### src/include/dws_pkg.sv
// What this block does
// - counter decrements per iteration, 32 iterations
// - iterate until counter zero or overflow
// - first iteration clock forces residue sign one
// - first clock loads numerator high magnitude
// - first clock shifts one into quotient lsb
// - second clock subtracts denominator unconditionally
// - io resume copies quotient lsb to sign
// - restore adds denominator back if negative
// - restore presets adder complement from numerator sign
// - write remainder, complemented if numerator negative
// - move quotient from b into accumulator
// - quotient complemented when signs differ
// - subtract if signs match, else add; shift bit
// - overflow sets bit, registers left unchanged
// - overflow with mask set raises trap
// - remainder even register, quotient odd register
package dws_pkg;
  // ****************************************
  // constants
  // ****************************************
  localparam int unsigned DWS_W = 32;
  localparam logic [5:0] DWS_ITER_COUNT = 6'h20;
  localparam logic [5:0] DWS_CNT_ZERO = 6'h00;
  localparam logic [31:0] DWS_WORD_ZERO = 32'h00000000;

  // ****************************************
  // types
  // ****************************************
  typedef enum logic [2:0] {
    DWS_IDLE,
    DWS_ITERATION_PHASE,
    DWS_RESTORE_PHASE,
    DWS_REMAINDER_WRITE_PHASE,
    DWS_QUOTIENT_TRANSFER_PHASE,
    DWS_DONE
  } dws_phase_t;

  typedef struct packed {
    logic [31:0] num_hi;
    logic [31:0] num_lo;
    logic [31:0] denom;
  } dws_operands_t;

  typedef struct packed {
    logic wr_en;
    logic odd_reg;
    logic [31:0] data;
  } dws_regwrite_t;

  typedef struct packed {
    dws_phase_t phase;
    logic [5:0] iteration_counter;
    logic first_clk;
    logic second_clk;
    logic residue_sign_flag;
    logic numerator_sign_flag;
    logic denom_sign;
    logic complement_preset;
    logic overflow_condition_bit;
    logic trap;
    logic done;
    logic [31:0] acc;
    logic [31:0] breg;
    logic [31:0] dreg;
    dws_regwrite_t wr;
  } dws_state_t;
endpackage

### src/logic/dws_divide_word_sequencer.sv
`timescale 1ns/1ps
module dws_divide_word_sequencer (
  input wire logic core_clk,
  input wire logic rstn,
  input wire logic divide_word_op,
  input wire dws_pkg::dws_operands_t operands,
  input wire logic resume_after_io,
  input wire logic arith_trap_mask,
  output dws_pkg::dws_regwrite_t reg_write,
  output logic overflow_condition_bit,
  output logic divide_overflow,
  output logic arith_trap,
  output logic busy,
  output logic done
);
  // ****************************************
  // state
  // ****************************************
  dws_pkg::dws_state_t s_q;
  dws_pkg::dws_state_t s_d;

  logic [32:0] sub_res;
  logic [32:0] add_res;
  logic [32:0] step;
  logic sub_sel;
  logic [31:0] lo_mag;
  logic [31:0] hi_mag;
  logic [31:0] dmag;
  logic lo_zero;

  // ****************************************
  // datapath
  // ****************************************
  always_comb begin
    lo_mag = operands.num_hi[31] ? (~operands.num_lo + 32'h00000001) : operands.num_lo;
    lo_zero = (operands.num_lo == dws_pkg::DWS_WORD_ZERO);
    // complement carry from low word
    hi_mag = operands.num_hi[31] ? (~operands.num_hi + {31'h00000000, lo_zero}) : operands.num_hi;
    dmag = s_q.dreg;
    sub_sel = s_q.residue_sign_flag | s_q.second_clk;
    sub_res = {1'b0, s_q.acc} - {1'b0, dmag};
    add_res = {1'b0, s_q.acc} + {1'b0, dmag};
    step = sub_sel ? sub_res : add_res;
  end

  // ****************************************
  // next state
  // ****************************************
  always_comb begin
    s_d = s_q;
    s_d.wr.wr_en = 1'b0;
    s_d.done = 1'b0;
    s_d.trap = 1'b0;
    case (s_q.phase)
      dws_pkg::DWS_IDLE: begin
        if (divide_word_op) begin
          s_d.numerator_sign_flag = operands.num_hi[31];
          s_d.denom_sign = operands.denom[31];
          s_d.dreg = operands.denom[31] ? (~operands.denom + 32'h00000001) : operands.denom;
          s_d.acc = hi_mag;
          s_d.breg = lo_mag;
          s_d.residue_sign_flag = 1'b1;
          s_d.iteration_counter = dws_pkg::DWS_ITER_COUNT;
          s_d.overflow_condition_bit = 1'b0;
          s_d.first_clk = 1'b1;
          s_d.second_clk = 1'b0;
          s_d.phase = dws_pkg::DWS_ITERATION_PHASE;
        end
      end
      dws_pkg::DWS_ITERATION_PHASE: begin
        if (resume_after_io) begin
          s_d.residue_sign_flag = s_q.breg[0];
        end else if (s_q.first_clk) begin
          // magnitude of high word must be below divisor
          if (s_q.acc >= s_q.dreg) begin
            s_d.overflow_condition_bit = 1'b1;
            s_d.trap = arith_trap_mask;
            s_d.done = 1'b1;
            s_d.phase = dws_pkg::DWS_DONE;
          end else begin
            // seed bit shifted out later
            s_d.breg = {s_q.breg[30:0], 1'b1};
            s_d.residue_sign_flag = 1'b1;
            s_d.acc = {s_q.acc[30:0], s_q.breg[31]};
            s_d.first_clk = 1'b0;
            s_d.second_clk = 1'b1;
          end
        end else begin
          s_d.second_clk = 1'b0;
          // forced subtract on second clock via sign flag
          s_d.residue_sign_flag = ~step[31];
          if (s_q.iteration_counter == 6'h01) begin
            s_d.acc = step[31:0];
            s_d.breg = {s_q.breg[30:0], ~step[31]};
            s_d.phase = dws_pkg::DWS_RESTORE_PHASE;
            // only a negative quotient may reach magnitude 2**31
            if (s_q.breg[30] && (s_q.breg[29:0] != 30'h00000000 || ~step[31]
                || s_q.numerator_sign_flag == s_q.denom_sign)) begin
              s_d.overflow_condition_bit = 1'b1;
              s_d.trap = arith_trap_mask;
              s_d.done = 1'b1;
              s_d.phase = dws_pkg::DWS_DONE;
            end
          end else begin
            s_d.acc = {step[30:0], s_q.breg[31]};
            s_d.breg = {s_q.breg[30:0], ~step[31]};
          end
          s_d.iteration_counter = s_q.iteration_counter - 6'h01;
        end
      end
      dws_pkg::DWS_RESTORE_PHASE: begin
        if (s_q.acc[31]) begin
          s_d.acc = s_q.acc + s_q.dreg;
        end
        s_d.complement_preset = s_q.numerator_sign_flag;
        s_d.phase = dws_pkg::DWS_REMAINDER_WRITE_PHASE;
      end
      dws_pkg::DWS_REMAINDER_WRITE_PHASE: begin
        s_d.wr.wr_en = 1'b1;
        s_d.wr.odd_reg = 1'b0;
        s_d.wr.data = s_q.complement_preset ? (~s_q.acc + 32'h00000001) : s_q.acc;
        s_d.acc = s_q.breg;
        s_d.complement_preset = s_q.numerator_sign_flag ^ s_q.denom_sign;
        s_d.phase = dws_pkg::DWS_QUOTIENT_TRANSFER_PHASE;
      end
      dws_pkg::DWS_QUOTIENT_TRANSFER_PHASE: begin
        s_d.wr.wr_en = 1'b1;
        s_d.wr.odd_reg = 1'b1;
        s_d.wr.data = s_q.complement_preset ? (~s_q.acc + 32'h00000001) : s_q.acc;
        s_d.done = 1'b1;
        s_d.phase = dws_pkg::DWS_DONE;
      end
      dws_pkg::DWS_DONE: begin
        s_d.phase = dws_pkg::DWS_IDLE;
      end
      default: begin
        s_d.phase = dws_pkg::DWS_IDLE;
      end
    endcase
  end

  // ****************************************
  // register
  // ****************************************
  always_ff @(posedge core_clk or negedge rstn) begin
    if (!rstn) begin
      s_q <= '0;
    end else begin
      s_q <= s_d;
    end
  end

  assign reg_write = s_q.wr;
  assign overflow_condition_bit = s_q.overflow_condition_bit;
  assign divide_overflow = s_q.overflow_condition_bit;
  assign arith_trap = s_q.trap;
  assign busy = (s_q.phase != dws_pkg::DWS_IDLE);
  assign done = s_q.done;
endmodule

### config.mk
export PLATFORM = sky130hd
export DESIGN_NAME = dws_divide_word_sequencer
export DESIGN_NICKNAME = d
export VERILOG_FILES = /design/src/include/dws_pkg.sv /design/src/logic/dws_divide_word_sequencer.sv
export SDC_FILE = /design/constraint.sdc
export NUM_CORES = 1
export LEC_CHECK = 0
export BUFFER_PORTS_ARGS = -buffer_cell sky130_fd_sc_hd__buf_2
export CAP_MARGIN = 25
export CORE_UTILIZATION = 35
export CTS_BUF_LIST = sky130_fd_sc_hd__clkbuf_4 sky130_fd_sc_hd__clkbuf_8 sky130_fd_sc_hd__clkbuf_16
export CTS_CLUSTER_DIAMETER = 120
export DETAILED_ROUTE_END_ITERATION = 8
export GPL_TIMING_DRIVEN = 0
export PLACE_DENSITY = 0.62
export SLEW_MARGIN = 25
export SYNTH_ARGS = -nofsm -noshare
export SYNTH_HDL_FRONTEND = slang
export SYNTH_SLANG_ARGS = --single-unit
export TNS_END_PERCENT = 5
### constraint.sdc
create_clock -name core_clk -period 4.1 [get_ports core_clk]
set_clock_uncertainty 0.15 [all_clocks]
set_input_delay 0.205 -clock core_clk [delete_from_list [all_inputs] [get_ports core_clk]]
set_output_delay 0.205 -clock core_clk [all_outputs]
set_load 0.05 [all_outputs]
Word-level counts from Yosys, hierarchy flattened. Index checks and enable logic that the tools add are counted. W data, S select, Z words.

Bits in registers: 148. Input bits: 101. Output and inout port bits: 39. Word-level logic and storage cells: 104.

Add/sub/neg operators: 8. $lt $le $gt $ge: 1. Equality and inequality tests: 15. Multiplexer cells: 35. Bitwise gates (word level): 7. Reductions and logical operators: 20.

Operator list (count): $mux W32 (6); $mux W67 (2); $mux W64 (2); $not A32 Y32 (4); $pmux W32 S4 (1); $add A32 B1 Y32 const B (3); $mux W96 (1); $pmux W34 S2 (1); $add A32 B32 Y32 (2); $pmux W32 S2 (1); $add A32 B1 Y32 (1); $ge A32 B32 Y1 (1); $logic_not A32 Y1 (1); $sub A32 B32 Y32 (1); $reduce_bool A30 Y1 (1); $mux W3 (8); $pmux W9 S2 (1); $reduce_and A4 Y1 (4); $pmux W3 S5 (1); $mux W14 (1); $ne A3 B3 Y1 const B (4); $mux W11 (1); $ne A2 B2 Y1 const B (4); $eq A3 B2 Y1 const B (2); 23 further kinds (32).

Longest topological paths before layout. Gate-level depths: netlist (run 1).

Depth after elaboration: 11. Mapped depth: 19. Gate-level depth less buffers: 19.

Worst setup path after synthesis (run 1). OpenSTA, ideal clock, no wires.

Path type: input port to flip-flop. From: in operands[33] (netlist bit). To: reg s_q[127] (netlist bit). Library setup time: 0.125 ns. Arrival: 4.797 ns. Data required time: 3.825 ns. Slack: -0.971 ns. Stages on the path: 19. Buffers on the path: 0. Path through: inv_1 ha_1 nand2_1 or4_1 or3_1 or4_4 or3_4 nor4_1 ha_1 nand2b_1 or4_1 or3_4 or3_4 o31ai_2 xor2_1 o21ai_0 a211oi_1 a2bb2oi_1 o21ai_1.

Cells in the longest elaborated chain, start to end: 5.

Ends and longest elaborated chain: start: declaration (RTL line dws_divide_word_sequencer.sv:6) `input wire dws_pkg::dws_operands_t operands,`; $logic_not A32 Y1 (RTL line dws_divide_word_sequencer.sv:36) `lo_zero = (operands.num_lo == dws_pkg::DWS_WORD_ZERO);`; $add A32 B1 Y32 (RTL line dws_divide_word_sequencer.sv:38) `hi_mag = operands.num_hi[31] ? (~operands.num_hi + {31'h00000000, lo_zero}) : operands.num_hi;`; $mux W32 (RTL line dws_divide_word_sequencer.sv:38); $mux W96 (RTL line dws_divide_word_sequencer.sv:56) `if (divide_word_op) begin`; $pmux W32 S4 (RTL line dws_divide_word_sequencer.sv:54) `case (s_q.phase)`; end signal: assignment (RTL line dws_divide_word_sequencer.sv:147) `s_q <= '0;`; end signal: assignment (RTL line dws_divide_word_sequencer.sv:149) `s_q <= s_d;`; end: declaration (RTL line dws_divide_word_sequencer.sv:19) `dws_pkg::dws_state_t s_q;`.

Every way passes these cells. The select of a mux whose other input is x is not followed. A chain may end at the register's enable or synchronous reset.

Worst setup path after layout (run 1).
From: in operands[39] (netlist bit). To: reg s_q[125] (netlist bit).

Same word-level chain as after synthesis.

==> results of run 1 <==
## registers in the layout, indices dropped and copies added, names as in the netlist
| signal | flops |
|---|---|
| done | 1 |
| divide_overflow | 1 |
| dmag | 32 |
| reg_write | 34 |
| arith_trap | 1 |
| s_q | 79 |
## power by group through the flow
stage | registers [uW] | clock network, uW | logic (uW)
4_1_cts | 3250 | 1780 | 11300
3_3_place_gp | 3250 | 0 | 11000
3_5_place_dp | 3270 | 0 | 11100
2_1_floorplan | 2760 | 0 | 7950
5_1_grt | 3350 | 1830 | 12500
6_report | 3300 | 1760 | 11600
## routing by layer
metal / wire [microns] / up-vias
met1: 24150 / 7236
li1: - / 6878
met2: 26780 / 691
met3: 3657 / 115
met5: 0 / -
met4: 2131 / 0
## final timing paths
check | from | endpoint | slack (ns) | cells after the start
max reg2reg | s_q[105]$_DFFE_PN0P_ | s_q[124]$_DFFE_PN0P_ | -0.54 | 12
min in group asynchronous | rstn | s_q[140]$_DFFE_PN0P_ | 0.17 | 2
max | operands[39] | s_q[125]$_DFFE_PN0P_ | -0.95 | 18
min | operands[13] | dmag[13]$_DFFE_PN0P_ | -0.007 | 3
min reg2reg | reg_write[5]$_DFFE_PN0P_ | reg_write[5]$_DFFE_PN0P_ | 0.33 | 2
max in group asynchronous | rstn | dmag[10]$_DFFE_PN0P_ | 2.82 | 3
## logic make-up (layout without fill, tap and decap cells)
kind of cell / Yosys count / in the layout / share of synthesized area (%)
adder cells (fa/ha/maj): 72 / 72 / 6.609
multiplexers: 16 / 16 / 1.156
AO/OA/AOI/OAI: 599 / 599 / 27.84
buffers and inverters: 223 / 437 / 7.078
AND/OR/NAND/NOR: 547 / 547 / 19.09
XOR/XNOR: 182 / 182 / 11.50
flip-flops: 148 / 148 / 26.72
## cells in the mapped netlist (all sizes together) (27+ instances only)
master,n
inv,76
or3,28
nor3,32
nor2,135
nand3,28
o21ai,192
a22oi,36
a21oi,130
nor4,27
ha,70
dfrtp,148
buf,54
xnor2,103
o31ai,40
clkbuf,92
nand2,187
xor2,79
## worst min-delay path, cell delays in order
cell     delay (ns)
buf_2          0.13
xor2_1         0.09
o21ai_0        0.13
## stage by stage
step / total power [uW] / setup slack (ns) / hold WS (ns)
3_3_place_gp: 14290 / -1.724 / 0.3153
6_report: 16680 / -0.9474 / -0.007441
2_1_floorplan: 10710 / -0.9276 / -0.2406
5_1_grt: 17720 / -1.040 / 0.03195
3_5_place_dp: 14380 / -1.737 / 0.07844
4_1_cts: 16360 / -0.8458 / 0.005959
## layout make-up
cell class / count / area share, %
multi-input combinational: 1416 / 56.95
sequential: 148 / 22.32
timing repair buffer: 182 / 6.914
buffer: 146 / 4.286
tap: 518 / 3.901
clock buffer: 19 / 2.689
inverter: 77 / 1.770
clock inverter: 13 / 1.167
## timing repair
action | 4_1_cts | 5_1_grt
gates resized for setup | 58 | 36
setup buffers | 9 | 4
endpoints found under the setup margin | 72 | 70
hold buffers | 30 | 0
pin swaps | 13 | 19
endpoints found under the hold margin | 101 | 0
==> flow_summary.ini, run 1 <==
[status]
status = finished with violations
violations = hold timing, setup timing

[setup_path]
worstPathArrival_ns = 5.24
critPathBufInv = 1
worst-path-max-fanout = 3
crit_chain = buf_8, or4_4, or2_1, or3_4, or4_4, or3_4, nor4_4, ha_2, nand2b_1, or4_4, or3_4, or3_4, o41ai_2, xor2_1, nor2_1, a221o_1, mux2i_1, o41ai_1
critPathMaxStageDelay_ns = 0.52
cp_slowest_cell = or4_4
critical_path_required_ns = 4.29
worstSetupPathType = primary input to register
worstSetupEndpointType = register
startpoint_type = primary input
cp_common_cell = or3_4
cp_top_family = simple AND/OR/NAND/NOR gates

[global_routing]
met3_usage_pct = 3.782
grtUsageMet1_pct = 36.49
first_global_vias = 14280
antenna_found_initial = 0
grt_overflow_total = 0
grt_pass1_wl_microns = 86370
globalRouteTotalUtil_pct = 27.94
use_met2_pct = 46.17
grt_max_degree = 77
busiest_layer = met2

[flow_run]
cap_violations = 0

[place]
routabilityCongestion = 0.9822
place_area_sq_um = 15250
hpwl_microns = 44790
io_buffers = 138
dp.cells = 2444

[power]
p_sw_share_pct = 56.86
power_frac_comb_pct = 69.7
power.density_nw_per_um2 = 1004
seq_power_share_pct = 19.8
leakage_uw = 0.006858
clockPowerShare_pct = 10.5
vdd_drop_max_uv = 362.6
internal_power_uw = 7197
p_sw_uw = 9486

[clocking]
cts-root-buf = clkbuf_16
cts.sinks = 148
cts_buffers = 17
htreeDepth = 4
clk_pin_slew_ns = 0.08
clk_latency_ns = 0.46
cts_tree = yes
clockBufferDepth = 2

[sta]
whs_ns = -0.007441
fin_ws_ns = -0.9474
finalCriticalPeriod_ns = 5.047
finalMaxSlewViolations = 0
setup_viol = 32
rsz0062_at_grt = yes
finalHoldViolations = 1
post-route-period-util_pct = 123.1
clock.fmax_ghz = 0.1981
tightest_slew_ns = 1.003
finalSetupTns_ns = -12.46
slew-limit-headroom_pct = 32.23

[die]
die_y_microns = 201.0
die_x_microns = 201.0
ios = 140
die_area_sq_um = 40400
start_util_pct = 35.69
rows = 72
fp.coreArea_sq_um = 38830

[synth]
ys_warn_count = 0
syn_area_sq_um = 13860
synthCells = 1787
ys_seq_elements = 148
yosys-top-cells-area = dfrtp_1 27%, o21ai_0 6.6%, xnor2_1 6.5%
yosysSeqAreaShare_pct = 26.72
ys_types = 79
yosysTopAreaCellShare_pct = 26.72
ys.flop_type = dfrtp_1
async_reset_ff_share_pct = 100.0
synthesis.nets = 1960
synth.largest_area_cell = dfrtp_1
synth-edff-count = 0
syn_area_per_cell_sq_um = 7.755

[cells_and_area]
layout_commonest_cell = nand2_1
layout_common_cells = 185 x nand2_1, 173 x o21ai_0, 146 x buf_2
diodes = 0
seqCellArea_sq_um = 3709
drive_above_1_share_pct = 16.29
finalNonFillerCells = 2519
nFillCells = 3936
utilization_pct = 42.78
final_area_sq_um = 16610
fin_nets = 2161
multiInputGateArea_sq_um = 9460
areaGrowthSynthToFinish_pct = 19.87

[hold_path]
min_path_type = primary input to register

[drt]
wire_per_inst_microns = 22.52
viasPerCell = 5.923
drt_iter0_drc = 1567
first_pass_iters = 8
ant_nets = 0
wirelength_microns = 56720
drc = 0
num_vias = 14920
(Power assumes the default switching activity.)
==> run 2, diff against run 1 <==
--- a/config.mk
+++ b/config.mk
@@ -5,7 +5,7 @@
 export SDC_FILE = /design/constraint.sdc
 export NUM_CORES = 1
 export LEC_CHECK = 0
-export BUFFER_PORTS_ARGS = -buffer_cell sky130_fd_sc_hd__buf_2
+export BUFFER_PORTS_ARGS = -buffer_cell sky130_fd_sc_hd__buf_4
 export CAP_MARGIN = 25
 export CORE_UTILIZATION = 35
 export CTS_BUF_LIST = sky130_fd_sc_hd__clkbuf_4 sky130_fd_sc_hd__clkbuf_8 sky130_fd_sc_hd__clkbuf_16
==> constraint.sdc (replaced) <==
create_clock -name core_clk -period 5.9 [get_ports core_clk]
set_clock_uncertainty 0.15 [all_clocks]
set_input_delay 0.295 -clock core_clk [delete_from_list [all_inputs] [get_ports core_clk]]
set_output_delay 0.295 -clock core_clk [all_outputs]
set_load 0.05 [all_outputs]
==> flow_summary.ini, run 2 (same netlist as run 1, synthesis figures left out) <==
[place]
dp.cells = 2445
hpwl_microns = 45160
routabilityCongestion = 0.9869
place_area_sq_um = 15610
io_buffers = 138

[setup_path]
rrSetupSlack_ns = 0.98
worstSetupEndpointType = register
cp_slowest_cell = or4_1
critical_path_required_ns = 6.08
worst-path-max-fanout = 6
cp_common_cell = or3_4
crit_chain = buf_4, inv_1, ha_1, nand2_1, or4_1, or3_1, or4_4, or3_4, nor4_2, ha_1, nand2b_1, or4_1, or3_4, or3_4, o31ai_2, xor2_1, o21ai_0, a211oi_1, a2bb2oi_1, o21ai_1
startpoint_type = primary input
critPathMaxStageDelay_ns = 0.55
worstSetupPathType = primary input to register
worstPathArrival_ns = 5.76

[global_routing]
grt_max_degree = 59
globalRouteTotalUtil_pct = 27.20
grt_overflow_total = 0
first_global_vias = 14060
grt_pass1_wl_microns = 84160
antenna_found_initial = 0

[clocking]
cts_buffers = 17
clockBufferDepth = 2
clk_latency_ns = 0.47
htreeDepth = 4
cts_tree = yes
cts.sinks = 148
clk_pin_slew_ns = 0.07
cts-root-buf = clkbuf_16

[drt]
first_pass_iters = 9
wire_per_inst_microns = 22.36
viasPerCell = 5.877
num_vias = 14630
drc = 0
wirelength_microns = 55650
ant_nets = 0
drt_iter0_drc = 1463

[cells_and_area]
largest-register = s_q
layout_common_cells = 187 x nand2_1, 182 x o21ai_0, 173 x buf_4
fin_nets = 2131
finalNonFillerCells = 2489
final_area_sq_um = 16350
areaGrowthSynthToFinish_pct = 17.98
layout_commonest_cell = nand2_1
drive_above_1_share_pct = 12.68
utilization_pct = 42.11
nFillCells = 4008
largest_register_ffs = 79
diodes = 0

[sta]
finalMaxSlewViolations = 0
finalHoldViolations = 0
finalSetupTns_ns = 0
rsz0062_at_grt = no
post-route-period-util_pct = 94.56
clock.fmax_ghz = 0.1793
finalCriticalPeriod_ns = 5.579
setup_viol = 0
slew-limit-headroom_pct = 33.63
tightest_slew_ns = 0.9896

[die]
start_util_pct = 35.69
die_x_microns = 201.0
rows = 72
die_area_sq_um = 40400
die_y_microns = 201.0
fp.coreArea_sq_um = 38830
ios = 140

[status]
status = completed

[flow_run]
cap_violations = 0

[power]
power.density_nw_per_um2 = 695.6
leakage_uw = 0.006704
vdd_drop_max_uv = 233.5
total_power_uw = 11370

[hold_path]
min_path_type = primary input to register
-- run 2: per-stage QoR --
stage	hold slack, ns	setup WS, ns
2_1_floorplan	-0.1506	0.7386
3_5_place_dp	0.04999	-0.2311
4_1_cts	0.0001263	0.2649
5_1_grt	0.01490	0.04031
6_report	0.003495	0.3212
3_3_place_gp	0.3172	-0.2121
-- run 2: path summary, 6_finish.rpt --
kind	startpoint	endpoint	cells past startpoint
setup / recovery	operands[32]	s_q[127]$_DFFE_PN0P_	20
setup reg to reg	s_q[106]$_DFFE_PN0P_	s_q[124]$_DFFE_PN0P_	12
min in group asynchronous	rstn	s_q[73]$_DFFE_PN0P_	2
max in group asynchronous	rstn	reg_write[21]$_DFFE_PN0P_	4
hold / removal	operands[25]	dmag[25]$_DFFE_PN0P_	3
hold reg to reg	reg_write[3]$_DFFE_PN0P_	reg_write[3]$_DFFE_PN0P_	2
-- run 2: final cells by class --
type	instances	area, sq um	area share (%)
Sequential cell	148	3704	22.65
Buffer	146	691.9	4.232
Tap cell	518	648.1	3.964
Clock buffer	17	425.4	2.602
Inverter	77	289.0	1.768
Multi-Input combinational cell	1416	9186	56.19
Clock inverter	15	186.4	1.140
Timing Repair Buffer	152	1219	7.454
-- run 2: worst max-delay path: cells and delay by family --
| family | cells | cell delay [ns] |
|---|---|---|
| buf+inv | 2 | 0.20 |
| fa+ha+maj | 2 | 0.44 |
| xor+xnor | 1 | 0.20 |
| compound gates | 5 | 0.94 |
| simple gates | 10 | 3.68 |
-- run 2: power breakdown --
part           switching (uW)  total (uW)  internal, uW
Sequential                780        2280          1500
Clock                     556        1170           610
Combinational            5160        7930          2760
Total                    6500       11400          4880
-- run 2: layer usage --
| layer | global-route usage [%] | up-vias | routed length, microns |
|---|---|---|---|
| met4 | 12.98 | 0 | 2551 |
| met1 | 35.73 | 7103 | 24170 |
| met5 | 0 | - | 0 |
| met3 | 3.961 | 116 | 3488 |
| li1 | - | 6841 | - |
| met2 | 43.76 | 567 | 25440 |
-- run 2: timing repair --
action / CTS / global route
setup buffers: 0 / 0
resized for setup: 0 / 1
endpoints found under the hold margin: 101 / 0
hold buffers: 12 / 0
endpoints found under the setup margin: 0 / 1
